## src/shared/vfddr_pkg.sv

```systemverilog
// Constants and carriers shared by the video queue drain sequencer
package vfddr_pkg;
	// Queue depths and levels in DWORDs
	localparam logic [6:0] LUMA_DEPTH = 7'h46;
	localparam logic [6:0] LUMA_FULL_LEVEL = 7'h44;
	localparam logic [6:0] LUMA_NEARLY_FULL_LEVEL = 7'h40;
	localparam logic [5:0] CHROMA_DEPTH = 6'h23;
	localparam logic [5:0] CHROMA_FULL_LEVEL = 6'h22;
	localparam logic [5:0] CHROMA_NEARLY_FULL_LEVEL = 6'h20;
	// Trigger level is 4 DWORDs shifted left by the two-bit field
	localparam logic [7:0] TRIG_BASE_DW = 8'h04;
	localparam logic [11:0] DWORD_BYTES = 12'h004;

	// Register byte offsets
	localparam logic [3:0] ADDR_CTRL = 4'h0;
	localparam logic [3:0] ADDR_STATUS = 4'h4;
	localparam logic [3:0] ADDR_LINE_POS = 4'h8;
	localparam logic [3:0] ADDR_LINES_OWED = 4'hC;

	// Control fields
	localparam int CTRL_ENABLE_BIT = 0;
	localparam int CTRL_PLANAR_BIT = 1;
	localparam int CTRL_TRIG_LSB = 2;
	localparam logic [3:0] CTRL_RESET = 4'h0;

	// Sticky status fields, write one to clear
	localparam int STS_PARITY_BIT = 0;
	localparam int STS_SLOW_BIT = 1;
	localparam int STS_RESYNC_BIT = 2;
	localparam logic [2:0] STS_RESET = 3'h0;

	typedef enum logic [1:0] {
		OP_WRITE,
		OP_SKIP,
		OP_SYNC,
		OP_JUMP
	} vfddr_op_t;

	// One decoded program instruction from the prefetcher
	typedef struct packed {
		vfddr_op_t op;
		logic line_start_flag;
		logic line_end_flag;
		logic [11:0] bytes;
		logic [3:0] status;
	} vfddr_insn_t;

	// Control codes travelling with the DWORD at the queue head
	typedef struct packed {
		logic line_end_flag;
		logic field_end;
		logic [3:0] status;
	} vfddr_head_t;

	typedef enum logic [3:0] {
		S_IDLE,
		S_FETCH,
		S_SYNC,
		S_TRIG,
		S_REQ,
		S_ADDR,
		S_RESP,
		S_BURST,
		S_DROP,
		S_LDROP,
		S_HALT
	} vfddr_state_t;
endpackage

```

## src/vfddr_transfer_sequencer.sv

```systemverilog
// Drain sequencer moving luma and chroma queues onto the bus
`timescale 1ns/100ps
`default_nettype none
// How it works
// RULE1 - After sync, fetch instructions and burst aligned data
// RULE2 - Wait for trigger level before WRITE
// RULE3 - Skip trigger when remainder below queue contents
// RULE4 - SKIP ignores the trigger level
// RULE5 - Software sets equal trigger levels in planar
// RULE6 - Planar disconnect: bypass trigger, re-request, flush
// RULE7 - Packed mode drains three queues as one
// RULE8 - Fetch parity error halts everything, flags it; in planar mode full chroma queues are still popped while in S_HALT
// RULE9 - Bus denied: pop and discard as if sent
// RULE10 - Track line bytes, resume after overrun clears
// RULE11 - Luma queue 70 deep, levels 68/64
// RULE12 - Chroma queues 35 deep, levels 34/32
// RULE13 - Start address only below nearly-full; never full
// RULE14 - Check all three queue counters always
// RULE15 - Overflow awaiting target: end, discard, flag slow
// RULE16 - Overrun spans next instruction, else whole line
// RULE17 - Count lines dropped while denied, realign later
// RULE18 - Planar favours luma; full chroma discarded concurrently
// RULE19 - Early queue line end aborts to program line end
// RULE20 - Long line: discard until queue line end
// RULE21 - Early field end aborts until matching SYNC
// RULE22 - Late field end: discard until SYNC matches
// RULE23 - Any length correction sets resync flag
// RULE24 - SYNC matches four head status bits
// RULE25 - Line start/end flags bound each scan line
// RULE26 - Two-bit trigger field: 4, 8, 16, 32
module vfddr_transfer_sequencer (
	input wire logic REF_CLK, // Bus clock
	input wire logic RSTN, // Synchronous reset, active low
	input wire logic [3:0] REG_ADDR, // Register byte address
	input wire logic [31:0] REG_WDATA, // Register write data
	input wire logic REG_WR, // Write strobe
	input wire logic REG_RD, // Read strobe
	output logic [31:0] REG_RDATA, // Read data, cycle after strobe
	input wire vfddr_pkg::vfddr_insn_t INSN, // Prefetched instruction
	input wire logic INSN_VALID, // Instruction available
	output logic INSN_TAKE, // Instruction consumed
	input wire logic FETCH_PERR, // Parity error on instruction read
	input wire logic [6:0] LUMA_CNT, // Luma queue occupancy
	input wire logic [5:0] CHA_CNT, // Chroma queue A occupancy
	input wire logic [5:0] CHB_CNT, // Chroma queue B occupancy
	input wire vfddr_pkg::vfddr_head_t HEAD, // Codes at queue head
	output logic LUMA_POP, // Pop luma queue
	output logic CHA_POP, // Pop chroma queue A
	output logic CHB_POP, // Pop chroma queue B
	output logic BUS_REQ, // Bus request
	input wire logic BUS_GNT, // Bus grant
	output logic BUS_START, // Address phase
	input wire logic BUS_TRDY, // Target ready
	input wire logic BUS_STOP, // Target disconnect
	output logic BUS_PUSH, // Popped DWORD goes on the bus
	output logic BUS_LAST // Last cycle of transaction
);
	vfddr_pkg::vfddr_state_t state_reg;
	vfddr_pkg::vfddr_state_t fetch_dest;
	vfddr_pkg::vfddr_insn_t cur_reg;
	logic [11:0] rem_reg;
	logic [11:0] step;
	logic [11:0] line_pos_reg;
	logic [7:0] owed_reg;
	logic [3:0] ctrl_reg;
	logic [2:0] sts_reg;
	logic [2:0] sts_set;
	logic [31:0] rd_next;
	logic [31:0] rd_reg;
	logic synced_reg, fend_abort_reg, flush_reg, ovr_reg;
	logic disc_reg, ovf_pend_reg, drop_owe_reg;
	logic enable, planar, any_full, any_nfull, cha_full, chb_full;
	logic [7:0] avail, trig_dw;
	logic [9:0] rem_dw;
	logic can_pop, deq, done, end_insn, fend_at_head, trig_ok;
	logic sync_hit, perr_ev, aborting, lend_early, line_long;
	logic moving;

	assign enable = ctrl_reg[vfddr_pkg::CTRL_ENABLE_BIT];
	assign planar = ctrl_reg[vfddr_pkg::CTRL_PLANAR_BIT];
	assign trig_dw = vfddr_pkg::TRIG_BASE_DW
		<< ctrl_reg[vfddr_pkg::CTRL_TRIG_LSB +: 2]; // RULE26

	// Levels are checked on every queue whatever the mode
	assign cha_full = CHA_CNT >= vfddr_pkg::CHROMA_FULL_LEVEL; // RULE12
	assign chb_full = CHB_CNT >= vfddr_pkg::CHROMA_FULL_LEVEL; // RULE12
	assign any_full = LUMA_CNT >= vfddr_pkg::LUMA_FULL_LEVEL
		|| cha_full || chb_full; // RULE14
	assign any_nfull = LUMA_CNT >= vfddr_pkg::LUMA_NEARLY_FULL_LEVEL
		|| CHA_CNT >= vfddr_pkg::CHROMA_NEARLY_FULL_LEVEL
		|| CHB_CNT >= vfddr_pkg::CHROMA_NEARLY_FULL_LEVEL; // RULE11

	// Packed mode sees one big queue; planar drains luma only
	assign avail = planar ? {1'b0, LUMA_CNT}
		: {1'b0, LUMA_CNT} + {2'b00, CHA_CNT} + {2'b00, CHB_CNT}; // RULE7
	assign can_pop = avail != 8'h00;
	assign rem_dw = 10'((13'(rem_reg) + 13'h0003) >> 2);
	assign trig_ok = disc_reg || avail >= trig_dw // RULE2 RULE6
		|| {2'b00, avail} > rem_dw; // RULE3
	assign step = rem_reg > vfddr_pkg::DWORD_BYTES
		? vfddr_pkg::DWORD_BYTES : rem_reg;
	assign done = rem_reg <= vfddr_pkg::DWORD_BYTES;
	assign sync_hit = HEAD.field_end && HEAD.status == cur_reg.status;
	assign perr_ev = enable && FETCH_PERR && state_reg != vfddr_pkg::S_HALT;
	assign moving = state_reg == vfddr_pkg::S_BURST
		|| state_reg == vfddr_pkg::S_DROP;
	// A field end is left at the head so the SYNC can match it
	assign fend_at_head = can_pop && HEAD.field_end && (moving
		|| state_reg == vfddr_pkg::S_LDROP); // RULE21
	assign aborting = !synced_reg || fend_abort_reg || flush_reg
		|| owed_reg != 8'h00;

	// Dequeue decision; SKIP and discard never wait for the trigger
	always_comb begin
		deq = 1'b0;
		BUS_PUSH = 1'b0;
		unique case (state_reg)
			vfddr_pkg::S_SYNC: deq = can_pop; // RULE24 RULE22
			vfddr_pkg::S_LDROP: deq = can_pop && !fend_at_head; // RULE20
			vfddr_pkg::S_DROP: begin
				deq = can_pop && !fend_at_head && rem_reg != 12'h000; // RULE4 RULE9
			end
			vfddr_pkg::S_BURST: begin
				BUS_PUSH = BUS_TRDY && can_pop && !fend_at_head
					&& rem_reg != 12'h000; // RULE1
				deq = BUS_PUSH;
			end
			vfddr_pkg::S_IDLE, vfddr_pkg::S_FETCH, vfddr_pkg::S_TRIG,
			vfddr_pkg::S_REQ, vfddr_pkg::S_ADDR, vfddr_pkg::S_RESP,
			vfddr_pkg::S_HALT: deq = 1'b0;
		endcase
	end

	assign end_insn = deq && moving && (HEAD.line_end_flag || done);
	assign lend_early = end_insn && HEAD.line_end_flag
		&& !cur_reg.line_end_flag; // RULE19
	assign line_long = end_insn && done && cur_reg.line_end_flag
		&& !HEAD.line_end_flag; // RULE20

	// Queue pops; full chroma is shed while luma bursts
	assign LUMA_POP = deq && (planar || LUMA_CNT != 7'h00);
	assign CHA_POP = planar ? cha_full // RULE18
		: deq && LUMA_CNT == 7'h00 && CHA_CNT != 6'h00; // RULE7
	assign CHB_POP = planar ? chb_full // RULE18
		: deq && LUMA_CNT == 7'h00 && CHA_CNT == 6'h00;

	// Bus handshake outputs
	assign BUS_REQ = state_reg == vfddr_pkg::S_REQ;
	assign BUS_START = state_reg == vfddr_pkg::S_ADDR; // RULE13
	assign BUS_LAST = (state_reg == vfddr_pkg::S_RESP && BUS_TRDY
		&& ovf_pend_reg) // RULE15
		|| (state_reg == vfddr_pkg::S_BURST && (end_insn
		|| fend_at_head || (!can_pop && !BUS_STOP)));
	assign INSN_TAKE = state_reg == vfddr_pkg::S_FETCH && INSN_VALID
		&& enable && !perr_ev;

	// Where a fetched instruction sends the sequencer
	always_comb begin
		if (INSN.op == vfddr_pkg::OP_SYNC) begin
			fetch_dest = vfddr_pkg::S_SYNC;
		end else if (INSN.op == vfddr_pkg::OP_JUMP || aborting) begin
			fetch_dest = vfddr_pkg::S_FETCH; // RULE19 RULE21 RULE17
		end else if (INSN.op == vfddr_pkg::OP_SKIP || ovr_reg) begin
			fetch_dest = vfddr_pkg::S_DROP; // RULE4 RULE16
		end else begin
			fetch_dest = vfddr_pkg::S_TRIG;
		end
	end

	// Sequencer state, current instruction and byte remainder
	always_ff @(posedge REF_CLK) begin
		if (!RSTN) begin
			state_reg <= vfddr_pkg::S_IDLE;
			cur_reg <= '0;
			rem_reg <= 12'h000;
		end else if (!enable) begin
			state_reg <= vfddr_pkg::S_IDLE;
		end else if (perr_ev) begin
			state_reg <= vfddr_pkg::S_HALT; // RULE8
		end else begin
			if (deq && moving) begin
				rem_reg <= rem_reg - step; // RULE10
			end
			unique case (state_reg)
				vfddr_pkg::S_IDLE: state_reg <= vfddr_pkg::S_FETCH;
				vfddr_pkg::S_FETCH: begin
					if (INSN_VALID) begin
						cur_reg <= INSN;
						rem_reg <= INSN.bytes;
						state_reg <= fetch_dest; // RULE1
					end else if (ovr_reg) begin
						state_reg <= vfddr_pkg::S_LDROP; // RULE16
					end
				end
				vfddr_pkg::S_SYNC: begin
					if (deq && sync_hit) begin
						state_reg <= vfddr_pkg::S_FETCH; // RULE24
					end
				end
				vfddr_pkg::S_TRIG: begin
					if (any_full) begin
						state_reg <= vfddr_pkg::S_DROP; // RULE13
					end else if (trig_ok) begin
						state_reg <= vfddr_pkg::S_REQ; // RULE2
					end
				end
				vfddr_pkg::S_REQ: begin
					if (BUS_GNT && !any_nfull) begin
						state_reg <= vfddr_pkg::S_ADDR; // RULE13
					end else if (any_full) begin
						state_reg <= vfddr_pkg::S_DROP; // RULE9
					end
				end
				vfddr_pkg::S_ADDR: state_reg <= vfddr_pkg::S_RESP;
				vfddr_pkg::S_RESP: begin
					if (BUS_TRDY) begin
						state_reg <= ovf_pend_reg ? vfddr_pkg::S_DROP
							: vfddr_pkg::S_BURST; // RULE15
					end
				end
				vfddr_pkg::S_BURST, vfddr_pkg::S_DROP: begin
					if (fend_at_head) begin
						state_reg <= vfddr_pkg::S_FETCH; // RULE21
					end else if (end_insn) begin
						state_reg <= line_long ? vfddr_pkg::S_LDROP
							: vfddr_pkg::S_FETCH; // RULE20 RULE25
					end else if (state_reg == vfddr_pkg::S_BURST
						&& (BUS_STOP || !can_pop)) begin
						state_reg <= vfddr_pkg::S_TRIG; // RULE6
					end else if (state_reg == vfddr_pkg::S_DROP && ovr_reg
						&& cur_reg.op == vfddr_pkg::OP_WRITE && !any_nfull) begin
						state_reg <= vfddr_pkg::S_TRIG; // RULE10
					end
				end
				vfddr_pkg::S_LDROP: begin
					if (fend_at_head || (deq && HEAD.line_end_flag)) begin
						state_reg <= vfddr_pkg::S_FETCH;
					end
				end
				vfddr_pkg::S_HALT: state_reg <= vfddr_pkg::S_HALT;
			endcase
		end
	end

	// Overrun tracking; it persists until occupancy falls back
	always_ff @(posedge REF_CLK) begin
		if (!RSTN || !enable) begin
			ovr_reg <= 1'b0;
			ovf_pend_reg <= 1'b0;
		end else begin
			if ((state_reg == vfddr_pkg::S_TRIG && any_full)
				|| (state_reg == vfddr_pkg::S_REQ && any_full
				&& !(BUS_GNT && !any_nfull))
				|| (state_reg == vfddr_pkg::S_RESP && BUS_TRDY
				&& ovf_pend_reg)) begin
				ovr_reg <= 1'b1; // RULE9 RULE15
			end else if (!any_nfull && (state_reg == vfddr_pkg::S_FETCH
				|| state_reg == vfddr_pkg::S_DROP)) begin
				ovr_reg <= 1'b0; // RULE16
			end
			// Target pointer is committed; overflow now means give up
			if (state_reg == vfddr_pkg::S_RESP) begin
				ovf_pend_reg <= ovf_pend_reg || any_full; // RULE15
			end else begin
				ovf_pend_reg <= 1'b0;
			end
		end
	end

	// Stream alignment state kept across instructions
	always_ff @(posedge REF_CLK) begin
		if (!RSTN || !enable) begin
			synced_reg <= 1'b0;
			fend_abort_reg <= 1'b0;
			flush_reg <= 1'b0;
			owed_reg <= 8'h00;
			drop_owe_reg <= 1'b0;
			disc_reg <= 1'b0;
		end else begin
			if (state_reg == vfddr_pkg::S_SYNC && deq && sync_hit) begin
				synced_reg <= 1'b1;
				fend_abort_reg <= 1'b0; // RULE21
			end else if (fend_at_head) begin
				fend_abort_reg <= 1'b1; // RULE21
			end
			if (lend_early) begin
				flush_reg <= 1'b1; // RULE19
			end else if (INSN_TAKE && INSN.line_end_flag
				&& INSN.op != vfddr_pkg::OP_SYNC
				&& INSN.op != vfddr_pkg::OP_JUMP && !fend_abort_reg) begin
				flush_reg <= 1'b0;
			end
			// Lines shed without a program are paid back one per line end
			if (state_reg == vfddr_pkg::S_LDROP && drop_owe_reg && deq
				&& HEAD.line_end_flag && owed_reg != 8'hFF) begin
				owed_reg <= owed_reg + 8'h01; // RULE17
			end else if (INSN_TAKE && INSN.line_end_flag && !flush_reg
				&& !fend_abort_reg && synced_reg && owed_reg != 8'h00
				&& INSN.op != vfddr_pkg::OP_SYNC
				&& INSN.op != vfddr_pkg::OP_JUMP) begin
				owed_reg <= owed_reg - 8'h01; // RULE17
			end
			if (state_reg == vfddr_pkg::S_FETCH) begin
				drop_owe_reg <= !INSN_VALID && ovr_reg; // RULE16
			end
			// Disconnect in planar bypasses the trigger until drained
			if (state_reg == vfddr_pkg::S_BURST && BUS_STOP && planar
				&& !end_insn) begin
				disc_reg <= 1'b1; // RULE6
			end else if (state_reg == vfddr_pkg::S_FETCH
				|| (state_reg == vfddr_pkg::S_BURST && !can_pop)) begin
				disc_reg <= 1'b0;
			end
		end
	end

	// Byte position within the scan line, kept through discards
	always_ff @(posedge REF_CLK) begin
		if (!RSTN) begin
			line_pos_reg <= 12'h000;
		end else if (INSN_TAKE && INSN.line_start_flag) begin
			line_pos_reg <= 12'h000; // RULE25
		end else if (deq && moving) begin
			line_pos_reg <= line_pos_reg + step; // RULE10
		end
	end

	// Sticky event bits; a set in the clearing cycle wins
	always_comb begin
		sts_set = 3'h0;
		sts_set[vfddr_pkg::STS_PARITY_BIT] = perr_ev; // RULE8
		sts_set[vfddr_pkg::STS_SLOW_BIT] = state_reg == vfddr_pkg::S_RESP
			&& BUS_TRDY && ovf_pend_reg; // RULE15
		sts_set[vfddr_pkg::STS_RESYNC_BIT] = lend_early || line_long
			|| fend_at_head || (state_reg == vfddr_pkg::S_SYNC && deq
			&& !sync_hit && synced_reg); // RULE23
	end

	always_ff @(posedge REF_CLK) begin
		if (!RSTN) begin
			ctrl_reg <= vfddr_pkg::CTRL_RESET;
			sts_reg <= vfddr_pkg::STS_RESET;
		end else begin
			if (REG_WR && REG_ADDR == vfddr_pkg::ADDR_CTRL) begin
				ctrl_reg <= REG_WDATA[3:0];
			end
			if (REG_WR && REG_ADDR == vfddr_pkg::ADDR_STATUS) begin
				sts_reg <= (sts_reg & ~REG_WDATA[2:0]) | sts_set;
			end else begin
				sts_reg <= sts_reg | sts_set;
			end
		end
	end

	// Read mux; unmapped offsets read zero
	always_comb begin
		unique case (REG_ADDR)
			vfddr_pkg::ADDR_CTRL: rd_next = {28'h0000000, ctrl_reg};
			vfddr_pkg::ADDR_STATUS: rd_next = {29'h00000000, sts_reg};
			vfddr_pkg::ADDR_LINE_POS: rd_next = {20'h00000, line_pos_reg};
			vfddr_pkg::ADDR_LINES_OWED: rd_next = {24'h000000, owed_reg};
			default: rd_next = 32'h00000000;
		endcase
	end

	// Data stands only in the cycle after the strobe
	always_ff @(posedge REF_CLK) begin
		if (!RSTN) begin
			rd_reg <= 32'h00000000;
		end else begin
			rd_reg <= REG_RD ? rd_next : 32'h00000000;
		end
	end
	assign REG_RDATA = rd_reg;
endmodule // vfddr_transfer_sequencer
`default_nettype wire

```

## config.mk

```make
export PLATFORM = sky130hd
export DESIGN_NAME = vfddr_transfer_sequencer
export DESIGN_NICKNAME = d
export VERILOG_FILES = /design/src/shared/vfddr_pkg.sv /design/src/vfddr_transfer_sequencer.sv
export SDC_FILE = /design/constraint.sdc
export NUM_CORES = 1
export LEC_CHECK = 0
export ABC_AREA = 1
export BUFFER_PORTS_ARGS = -buffer_cell sky130_fd_sc_hd__clkbuf_2
export CAP_MARGIN = 20
export CORE_UTILIZATION = 35
export DETAILED_ROUTE_END_ITERATION = 12
export SLEW_MARGIN = 0
export SYNTH_ARGS = -nofsm -noshare
export SYNTH_HDL_FRONTEND = slang
export SYNTH_SLANG_ARGS = --single-unit
```

## constraint.sdc

```tcl
create_clock -name REF_CLK -period 5.9 [get_ports REF_CLK]
set_clock_uncertainty 0.1 [all_clocks]
set_input_delay 1.18 -clock REF_CLK [delete_from_list [all_inputs] [get_ports REF_CLK]]
set_output_delay 1.18 -clock REF_CLK [all_outputs]
set_load 0.01 [all_outputs]
```

==> results.json, run 1 <==
{
  "post_cts_buffers": 0,
  "clockBufferDepth": 2,
  "synthAdderAreaFrac_pct": 11.2,
  "rsz0062_at_grt": "no",
  "switchingPower_mw": 0.340,
  "finalHoldViolCount": 0,
  "place_inst": 1089,
  "antenna_found_initial": 0,
  "reg2reg_to": "owed_reg[7]",
  "grt_pass1_wl_microns": 23600,
  "coreArea_sq_um": 15400,
  "ys_ff_latch": 69,
  "power_mw": 1.24,
  "crit_type": "in -> out",
  "boundaryPins": 130,
  "cts_buffers": 9,
  "final_nets": 1024,
  "slew_headroom_pct": 44.5,
  "postPlaceCellArea_sq_um": 6130,
  "cts_tree": "done",
  "worstSetupStartpointType": "input pin",
  "dr_total_vias": 5277,
  "worstPathMaxFanout": 31,
  "avgSynthCellArea_sq_um": 6.99,
  "grt_max_degree": 32,
  "period_minus_slack_ns": 5.54,
  "yosysSeqAreaShare_pct": 24.6,
  "grt_overflow": 0,
  "ctsResizeCount": 0,
  "ff2ff_setup_slack_ns": 2.12,
  "path_clk_slew_ns": 0.06,
  "antenna_cells": 0,
  "ys_async_sr_fraction_pct": 0,
  "drcViolationCount": 0,
  "synth-simple-area-share_pct": 28.9,
  "setup_viol": 0,
  "r2r_start": "ctrl_reg[1]",
  "dp_hpwl_microns": 11400,
  "synth_top_family_by_area": "simple AND/OR/NAND/NOR gates",
  "rows": 45,
  "hp-class": "reg -> reg",
  "holdPathStages": 1,
  "drv_slew": 0,
  "gp_congestion": 0.896,
  "p_sw_share_pct": 27.5,
  "cp.required_ns": 4.62,
  "cts.sinks": 69,
  "clkPwrFrac_pct": 44.5,
  "die_w_microns": 129,
  "initial_core_util_pct": 36.4,
  "final.setup.tns_ns": 0,
  "final_cell_mix": "nand2_1, inv_1, a21oi_1",
  "synth_edf_count": 0,
  "maxCapViolCount": 0,
  "pwr-share-comb_pct": 17.6,
  "synth_cell_types": 58,
  "synthMuxAreaShare_pct": 0,
  "crit_arrival_ns": 4.26,
  "drive_gt1_share_pct": 18.6,
  "first_pass_iters": 5,
  "grt_pass1_vias": 4839,
  "critPathLaunch": "LUMA_CNT[1]",
  "synth_ff_type": "dfxtp_1",
  "stdcell_count": 1104,
  "fin_util_pct": 41.7,
  "ant_nets": 0,
  "groute.usage.overall_pct": 18.0,
  "drtIter0Drc": 330,
  "p_int_mw": 0.895,
  "die-area_sq_um": 16600,
  "layout-area-overhead-vs-synth_pct": 14.5,
  "power_density_nw_per_um2": 192,
  "p_leak_nw": 2.95,
  "ir_drop_uv": 135,
  "synth_xor_area_share_pct": 3.43,
  "hold_end": "line_pos_reg[11]",
  "pwr-share-seq_pct": 37.9,
  "timing.fmax_ghz": 0.181,
  "status": "completed",
  "cts_hold_buf": 0,
  "synth_area_sq_um": 5620,
  "portBuffers": 81,
  "cts_root_buffer": "clkbuf_16",
  "final_area_sq_um": 6430,
  "ys_warn_count": 0,
  "final_common_cell": "nand2_1",
  "worstMarginPinSlew_ns": 0.825,
  "clkLatencyLatePin_ns": 0.33,
  "hp-start": "line_pos_reg[11]",
  "via_per_inst": 4.78,
  "synth-compound-area-share_pct": 18.9,
  "r2r_cells": 24,
  "finalCritPeriodShare_pct": 93.9,
  "end_kind": "output pin",
  "route.detailed.wl_per_inst_microns": 12.8,
  "h-tree-depth": 3,
  "die_height_microns": 129,
  "wirelength_microns": 14100,
  "syn_inst": 804
}
-- metrics by stage --
step	hold WS, ns	setup WS, ns
final	0.352	0.362
after floorplan	0.323	0.748
after detailed placement	0.343	0.257
after global routing	0.390	0.0796
after global placement	0.339	0.293
after CTS	0.353	0.339
-- cells by family after synthesis --
kind of cell / after synthesis
other: 2
buffers and inverters: 153
and+or+nand+nor: 324
AOI/OAI and AO/OA: 189
xor gates and xnor gates: 22
adders and majority gates: 45
DFF: 69
-- critical path: stages --
cell	delay [ns]
clkbuf_2	0.08
inv_1	0.06
fa_1	0.53
inv_1	0.04
ha_1	0.22
fa_1	0.43
inv_1	0.08
nand2_1	0.06
nand3_2	0.06
nand2_2	0.07
nor2_2	0.12
nand3_2	0.08
nor2_2	0.13
nand3_4	0.13
nand4_4	0.11
buf_4	0.31
inv_2	0.07
nand2_2	0.10
o21ai_0	0.10
nand2_1	0.07
o211ai_1	0.08
clkbuf_2	0.15
-- cells in the mapped netlist, types with 9 or more instances --
library cell  instances  share of area [%]
inv_1               100                6.7
buf_4                23                3.1
nor2_2               11                1.2
o21ai_0              54                4.8
nand4_1              16                1.8
nand2_2              12                1.3
fa_1                  9                3.2
o211ai_1              9                1.2
ha_1                 36                8.0
nand2_1             140                9.4
a21oi_1              84                7.5
nor3_1               19                1.7
dfxtp_1              69                 25
xor2_1               15                2.3
nor2_1               65                4.3
nand3_1              30                2.7
inv_2                13               0.87
-- area by class of cell --
class	count	area, sq um
multi-input combinational	609	3620
timing repair buffer	83	420
tap	211	264
inverter	117	448
fill	1657	8990
sequential	69	1380
clock inverter	4	47.5
clock buffer	11	253
-- per-layer routing --
| layer | share of wire, % | GRT usage (%) | wire length, microns |
|---|---|---|---|
| met3 | 3.7 | 3.16 | 526 |
| met1 | 50 | 24.8 | 7070 |
| met4 | 0.89 | 4.01 | 126 |
| met2 | 45 | 29.3 | 6380 |
| met5 | 0 | 0 | 0 |
-- power groups by stage --
| stage | clock network [mW] | registers, mW | logic (mW) |
|---|---|---|---|
| 2_1_floorplan | 0 | 0.478 | 0.165 |
| 3_3_place_gp | 0 | 0.479 | 0.217 |
| 3_5_place_dp | 0 | 0.479 | 0.219 |
| 4_1_cts | 0.560 | 0.468 | 0.220 |
| 5_1_grt | 0.581 | 0.468 | 0.256 |
| 6_report | 0.549 | 0.468 | 0.218 |
-- worst max path at each step --
stage | cells after the start | slack (ns) | end
6_report | 22 | 0.36 | BUS_LAST
3_3_place_gp | 29 | 0.29 | owed_reg[7]
4_1_cts | 20 | 0.34 | BUS_LAST
3_5_place_dp | 29 | 0.26 | owed_reg[7]
2_1_floorplan | 30 | 0.75 | owed_reg[7]
5_1_grt | 22 | 0.08 | BUS_LAST
Power figures use the tool's default switching activity.
==> run 2, diff against run 1 <==
--- a/config.mk
+++ b/config.mk
@@ -5,7 +5,6 @@
 export SDC_FILE = /design/constraint.sdc
 export NUM_CORES = 1
 export LEC_CHECK = 0
-export ABC_AREA = 1
 export BUFFER_PORTS_ARGS = -buffer_cell sky130_fd_sc_hd__clkbuf_2
 export CAP_MARGIN = 20
 export CORE_UTILIZATION = 35
==> run 2 against run 1 <==
  * First-iteration DRC count shrank 34%
  * Non-clock buffer count increased by 8
  * Synthesized area shrank 1.9%
  * Via count down 1.0%
  * Worst hold slack better by 0.0046 ns
  * Largest power group unchanged
  * Power is essentially flat
  * Synthesized cell count fell by 13%
  * Worst setup slack lost 0.058 ns
  * Sequential share of layout area increased by 0.27 points
  * Sequential power barely moved
==> results.json, run 2 <==
{
  "synth_edf_count": 0,
  "crit_arrival_ns": 4.32,
  "cts_tree": "done",
  "groute.usage.overall_pct": 19.3,
  "final.setup.tns_ns": 0,
  "portBuffers": 81,
  "path_clk_slew_ns": 0.05,
  "cp_num_buf_inv": 5,
  "cts.sinks": 69,
  "crit_path_cell_trace": "clkbuf_2 -> inv_1 -> fa_1 -> inv_1 -> ha_1 -> fa_1 -> xor2_1 -> mux2i_1 -> o211ai_1 -> buf_4 -> nor3_4 -> a22oi_1 -> o21ai_0 -> nand2_1 -> clkbuf_2",
  "ys_warn_count": 0,
  "slew_headroom_pct": 46.5,
  "boundaryPins": 130,
  "antenna_found_initial": 0,
  "finalHoldViolCount": 0,
  "h-tree-depth": 3,
  "dp_hpwl_microns": 11700,
  "post_cts_buffers": 0,
  "timing.fmax_ghz": 0.179,
  "ys_async_sr_fraction_pct": 0,
  "drv_slew": 0,
  "first_pass_iters": 5,
  "cp.required_ns": 4.62,
  "avgSynthCellArea_sq_um": 7.86,
  "period_minus_slack_ns": 5.60,
  "hp-class": "reg -> reg",
  "grt_pass1_wl_microns": 24800,
  "initial_core_util_pct": 36.1,
  "gp_congestion": 0.861,
  "synth_cell_types": 79,
  "final_common_cell": "nand2_1",
  "final_cell_mix": "nand2_1, clkbuf_2, dfxtp_1",
  "cpLargestDelayFamily": "adder cells",
  "synth_ff_type": "dfxtp_1",
  "die_w_microns": 127,
  "yosysSeqAreaShare_pct": 25.1,
  "holdPathStages": 2,
  "final_area_sq_um": 6350,
  "status": "completed",
  "area.sequential_sq_um": 1380,
  "worstMarginPinSlew_ns": 0.802,
  "via_per_inst": 5.24,
  "synth_top_area_cell": "dfxtp_1",
  "synth_top_area_share_pct": 25.1,
  "rsz0062_at_grt": "no",
  "antenna_cells": 0,
  "crit_type": "in -> out",
  "max_stage_delay_ns": 0.53,
  "r2r_cells": 13,
  "drcViolationCount": 0,
  "fill_cells": 1590,
  "coreArea_sq_um": 15300,
  "worstPathMaxFanout": 8,
  "synth_most_common_cell": "nand2_1",
  "power_mw": 1.24,
  "rows": 45,
  "final_nets": 915,
  "ant_nets": 0,
  "die_height_microns": 127,
  "cts_buffers": 9,
  "grt_max_degree": 25,
  "wirelength_microns": 15100,
  "cts_hold_buf": 0,
  "ys_ff_latch": 69,
  "die-area_sq_um": 16200,
  "end_kind": "output pin",
  "layout-area-overhead-vs-synth_pct": 15.3,
  "p_leak_nw": 2.60,
  "cp_num_cells": 15,
  "cp_slowest_cell": "fa_1",
  "syn_inst": 701,
  "postPlaceCellArea_sq_um": 6070,
  "drive_gt1_share_pct": 17.5,
  "route.detailed.wl_per_inst_microns": 15.1,
  "dr_total_vias": 5223,
  "finalCritPeriodShare_pct": 94.8,
  "clockBufferDepth": 2,
  "grt_overflow": 0,
  "worstSetupStartpointType": "input pin",
  "ctsResizeCount": 0,
  "drtIter0Drc": 219,
  "synth_area_sq_um": 5510,
  "setup_viol": 0,
  "power_density_nw_per_um2": 195,
  "multi_input_area_sq_um": 3850,
  "clkLatencyLatePin_ns": 0.34,
  "synth_commonest_cells": "nand2_1, dfxtp_1, nor2_1",
  "maxCapViolCount": 0,
  "grt_pass1_vias": 4942,
  "synth_area_leaders": "dfxtp_1, ha_1, nand2_1, a21oi_1, nor2_1",
  "cts_root_buffer": "clkbuf_16",
  "ir_drop_uv": 145
}
-- run 2: final timing paths --
| kind | start | end | slack (ns) |
|---|---|---|---|
| setup reg to reg | ctrl_reg[1] | owed_reg[7] | 1.70 |
| hold reg to reg | cur_reg[18] | cur_reg[18] | 0.36 |
| setup / recovery | LUMA_CNT[1] | BUS_LAST | 0.30 |
| hold / removal | cur_reg[18] | cur_reg[18] | 0.36 |
-- run 2: layout make-up --
type / instances / share of cell area [%]
Sequential cell: 69 / 21.7
Inverter: 26 / 1.54
Tap cell: 211 / 4.16
Clock inverter: 4 / 0.354
Multi-Input combinational cell: 583 / 60.6
Timing Repair Buffer: 91 / 7.56
Clock buffer: 12 / 4.04
-- run 2: per-layer routing --
metal	vias to the layer above	share of wire, %	global-route usage [%]
li1	2664	-	-
met1	2395	47	25.1
met2	133	46	31.0
met3	31	4.4	3.48
met4	0	2.8	8.75
met5	-	0	0
-- run 2: cell families (layout without fill, tap and decap cells) --
logic type,Yosys count,after routing,share of synthesized area [%]
other,2,29,0.136
multiplexers,21,21,4.54
flip-flops,69,69,25.1
adder cells (fa/ha/maj),45,45,11.4
buffers and inverters,76,133,6.86
AO/OA/AOI/OAI,165,165,20.6
XOR/XNOR,27,27,4.29
AND/OR/NAND/NOR,296,296,27.1
-- run 2: worst min-delay path, cell delays in order (launching register included) --
cell and delay (ns):
dfxtp_1 0.31, nand2_1 0.05, a21oi_1 0.05
-- run 2: where the power goes --
part	leakage (nW)	switching [mW]	internal [mW]
sequential	0.556	0.00126	0.466
combinational	1.91	0.147	0.108
clock	0.138	0.208	0.305
total	2.60	0.356	0.880
-- run 2: stage by stage --
step	setup WS [ns]	hold WS, ns	cells	utilization, %
2_1_floorplan	0.414	0.333	728	-
3_3_place_gp	0.188	0.342	980	39.8
3_5_place_dp	0.145	0.347	980	39.8
4_1_cts	0.307	0.354	996	41.6
5_1_grt	0.0366	0.376	996	41.6
6_report	0.304	0.357	996	41.6
==> run 3, diff against run 2 <==
--- a/config.mk
+++ b/config.mk
@@ -8,8 +8,10 @@
 export BUFFER_PORTS_ARGS = -buffer_cell sky130_fd_sc_hd__clkbuf_2
 export CAP_MARGIN = 20
 export CORE_UTILIZATION = 35
+export CTS_BUF_LIST = sky130_fd_sc_hd__clkbuf_16
 export DETAILED_ROUTE_END_ITERATION = 12
 export SLEW_MARGIN = 0
 export SYNTH_ARGS = -nofsm -noshare
 export SYNTH_HDL_FRONTEND = slang
 export SYNTH_SLANG_ARGS = --single-unit
+export TNS_END_PERCENT = 5
==> constraint.sdc (replaced) <==
create_clock -name REF_CLK -period 5.13 [get_ports REF_CLK]
set_clock_uncertainty 0.1 [all_clocks]
set_input_delay 1.026 -clock REF_CLK [delete_from_list [all_inputs] [get_ports REF_CLK]]
set_output_delay 1.026 -clock REF_CLK [all_outputs]
set_load 0.01 [all_outputs]
==> run 3 against run 2 <==
  * Global-route usage is essentially flat
  * Highest routed layer unchanged
  * Critical endpoint is now LUMA_POP
  * Worst setup slack lost 0.17 ns
  * Sequential share of layout area shrank 0.93 points
  * Critical path type unchanged
  * Cell count grew 2.6%
==> results.json, run 3 (synthesized netlist as in run 2, its figures left out) <==
{
  "status": "completed",
  "cts_tree": "done",
  "setup_viol": 0,
  "grt_overflow": 0,
  "dr_total_vias": 5346,
  "wirelength_microns": 15100,
  "via_per_inst": 5.23,
  "route.detailed.wl_per_inst_microns": 14.8,
  "hold_slack_ns": 0.358,
  "p_leak_nw": 2.72,
  "period_minus_slack_ns": 5.00,
  "final_nets": 942,
  "final_common_cell": "nand2_1",
  "cts_buffers": 9,
  "cts.sinks": 69,
  "power_density_nw_per_um2": 221,
  "grt_pass1_wl_microns": 25100,
  "die_w_microns": 127,
  "drtIter0Drc": 227,
  "fin_util_pct": 43.5,
  "worstPathMaxFanout": 3,
  "first_pass_iters": 4,
  "die_height_microns": 127,
  "hp-class": "reg -> reg",
  "ant_nets": 0,
  "gp_congestion": 0.858,
  "worstMarginPinSlew_ns": 0.965,
  "crit_type": "in -> out",
  "clockBufferDepth": 2,
  "timing.fmax_ghz": 0.200,
  "grt_pass1_vias": 5033,
  "slew_headroom_pct": 35.1,
  "rsz0062_at_grt": "yes",
  "finalCritPeriodShare_pct": 97.4,
  "drcViolationCount": 0,
  "crit_arrival_ns": 3.87,
  "coreArea_sq_um": 15300,
  "antenna_found_initial": 0,
  "cp.required_ns": 4.00,
  "grt_max_degree": 25,
  "ir_drop_uv": 187,
  "finalHoldViolCount": 0,
  "path_clk_slew_ns": 0.05,
  "cp_slowest_cell": "fa_1",
  "r2r_cells": 13,
  "layout-area-overhead-vs-synth_pct": 20.5,
  "final_cell_mix": "nand2_1, clkbuf_2, dfxtp_1",
  "end_kind": "output pin",
  "max_stage_delay_ns": 0.53,
  "initial_core_util_pct": 36.1,
  "groute.usage.overall_pct": 19.3,
  "crit_path_cell_trace": "buf_8 -> inv_4 -> fa_1 -> inv_1 -> ha_2 -> fa_2 -> xor2_1 -> mux2i_1 -> o211ai_1 -> or3_4 -> buf_6 -> o21ai_4 -> buf_4 -> a21oi_1 -> clkbuf_2",
  "die-area_sq_um": 16200,
  "worstSetupStartpointType": "input pin",
  "clkLatencyLatePin_ns": 0.33,
  "drive_gt1_share_pct": 21.2,
  "holdPathStages": 2,
  "drv_slew": 0,
  "dp_hpwl_microns": 11900,
  "h-tree-depth": 3,
  "rows": 45,
  "cts_hold_buf": 0,
  "portBuffers": 81,
  "boundaryPins": 130,
  "fill_cells": 1601,
  "cts_root_buffer": "clkbuf_16",
  "antenna_cells": 0,
  "maxCapViolCount": 0
}
-- run 3: final timing paths --
path,from,slack (ns),end
worst max-delay path,CHB_CNT[1],0.13,LUMA_POP
worst min-delay path,sts_reg[0],0.36,sts_reg[0]
worst min register to register,sts_reg[0],0.36,sts_reg[0]
worst max register to register,rem_reg[4],1.08,line_pos_reg[11]
-- run 3: metal layers --
metal | track usage [%] | wire length [microns] | vias to the layer above | part of all wire [%]
met2 | 33.2 | 7240 | 154 | 48
li1 | - | - | 2716 | -
met1 | 25.3 | 6890 | 2460 | 46
met3 | 2.39 | 710 | 16 | 4.7
met4 | 5.46 | 277 | 0 | 1.8
met5 | 0 | 0 | - | 0
-- run 3: cell type report --
class,count,area (sq um),area share [%]
sequential,69,1380,20.8
clock inverter,6,56.3,0.848
clock buffer,9,225,3.39
tap,211,264,3.98
multi-input combinational,583,3910,58.9
timing repair buffer,118,703,10.6
inverter,26,100,1.51
-- run 3: power breakdown --
part | internal (mW) | total, mW | switching (mW)
Sequential | 0.537 | 0.538 | 0.00147
Combinational | 0.154 | 0.335 | 0.181
Clock | 0.368 | 0.595 | 0.227
Total | 1.06 | 1.47 | 0.409
-- run 3: stage by stage --
stage	worst slack [ns]	area [sq um]	cells	power, mW	setup TNS, ns
final	0.134	6640	1022	1.47	0
after global routing	-0.0699	6640	1022	1.55	-0.159
after CTS	0.00734	6570	1020	1.47	0
after detailed placement	-0.119	6290	1005	0.875	-0.201
after global placement	-0.0926	6290	1005	0.872	-0.152
after floorplan	0.00613	5640	728	0.759	0
-- run 3: timing repair --
action,CTS,global route
buffers inserted,0,2
gates resized for setup,0,17
setup endpoints to repair,0,5
-- run 3: critical path: cells and delay by family --
family                   cells  cell delay, ns
AND/OR/NAND/NOR              1            0.39
buffers and inverters        6            0.61
adder cells (fa/ha/maj)      3            1.09
XOR/XNOR                     1            0.16
AO/OA/AOI/OAI                3            0.40
multiplexers                 1            0.20
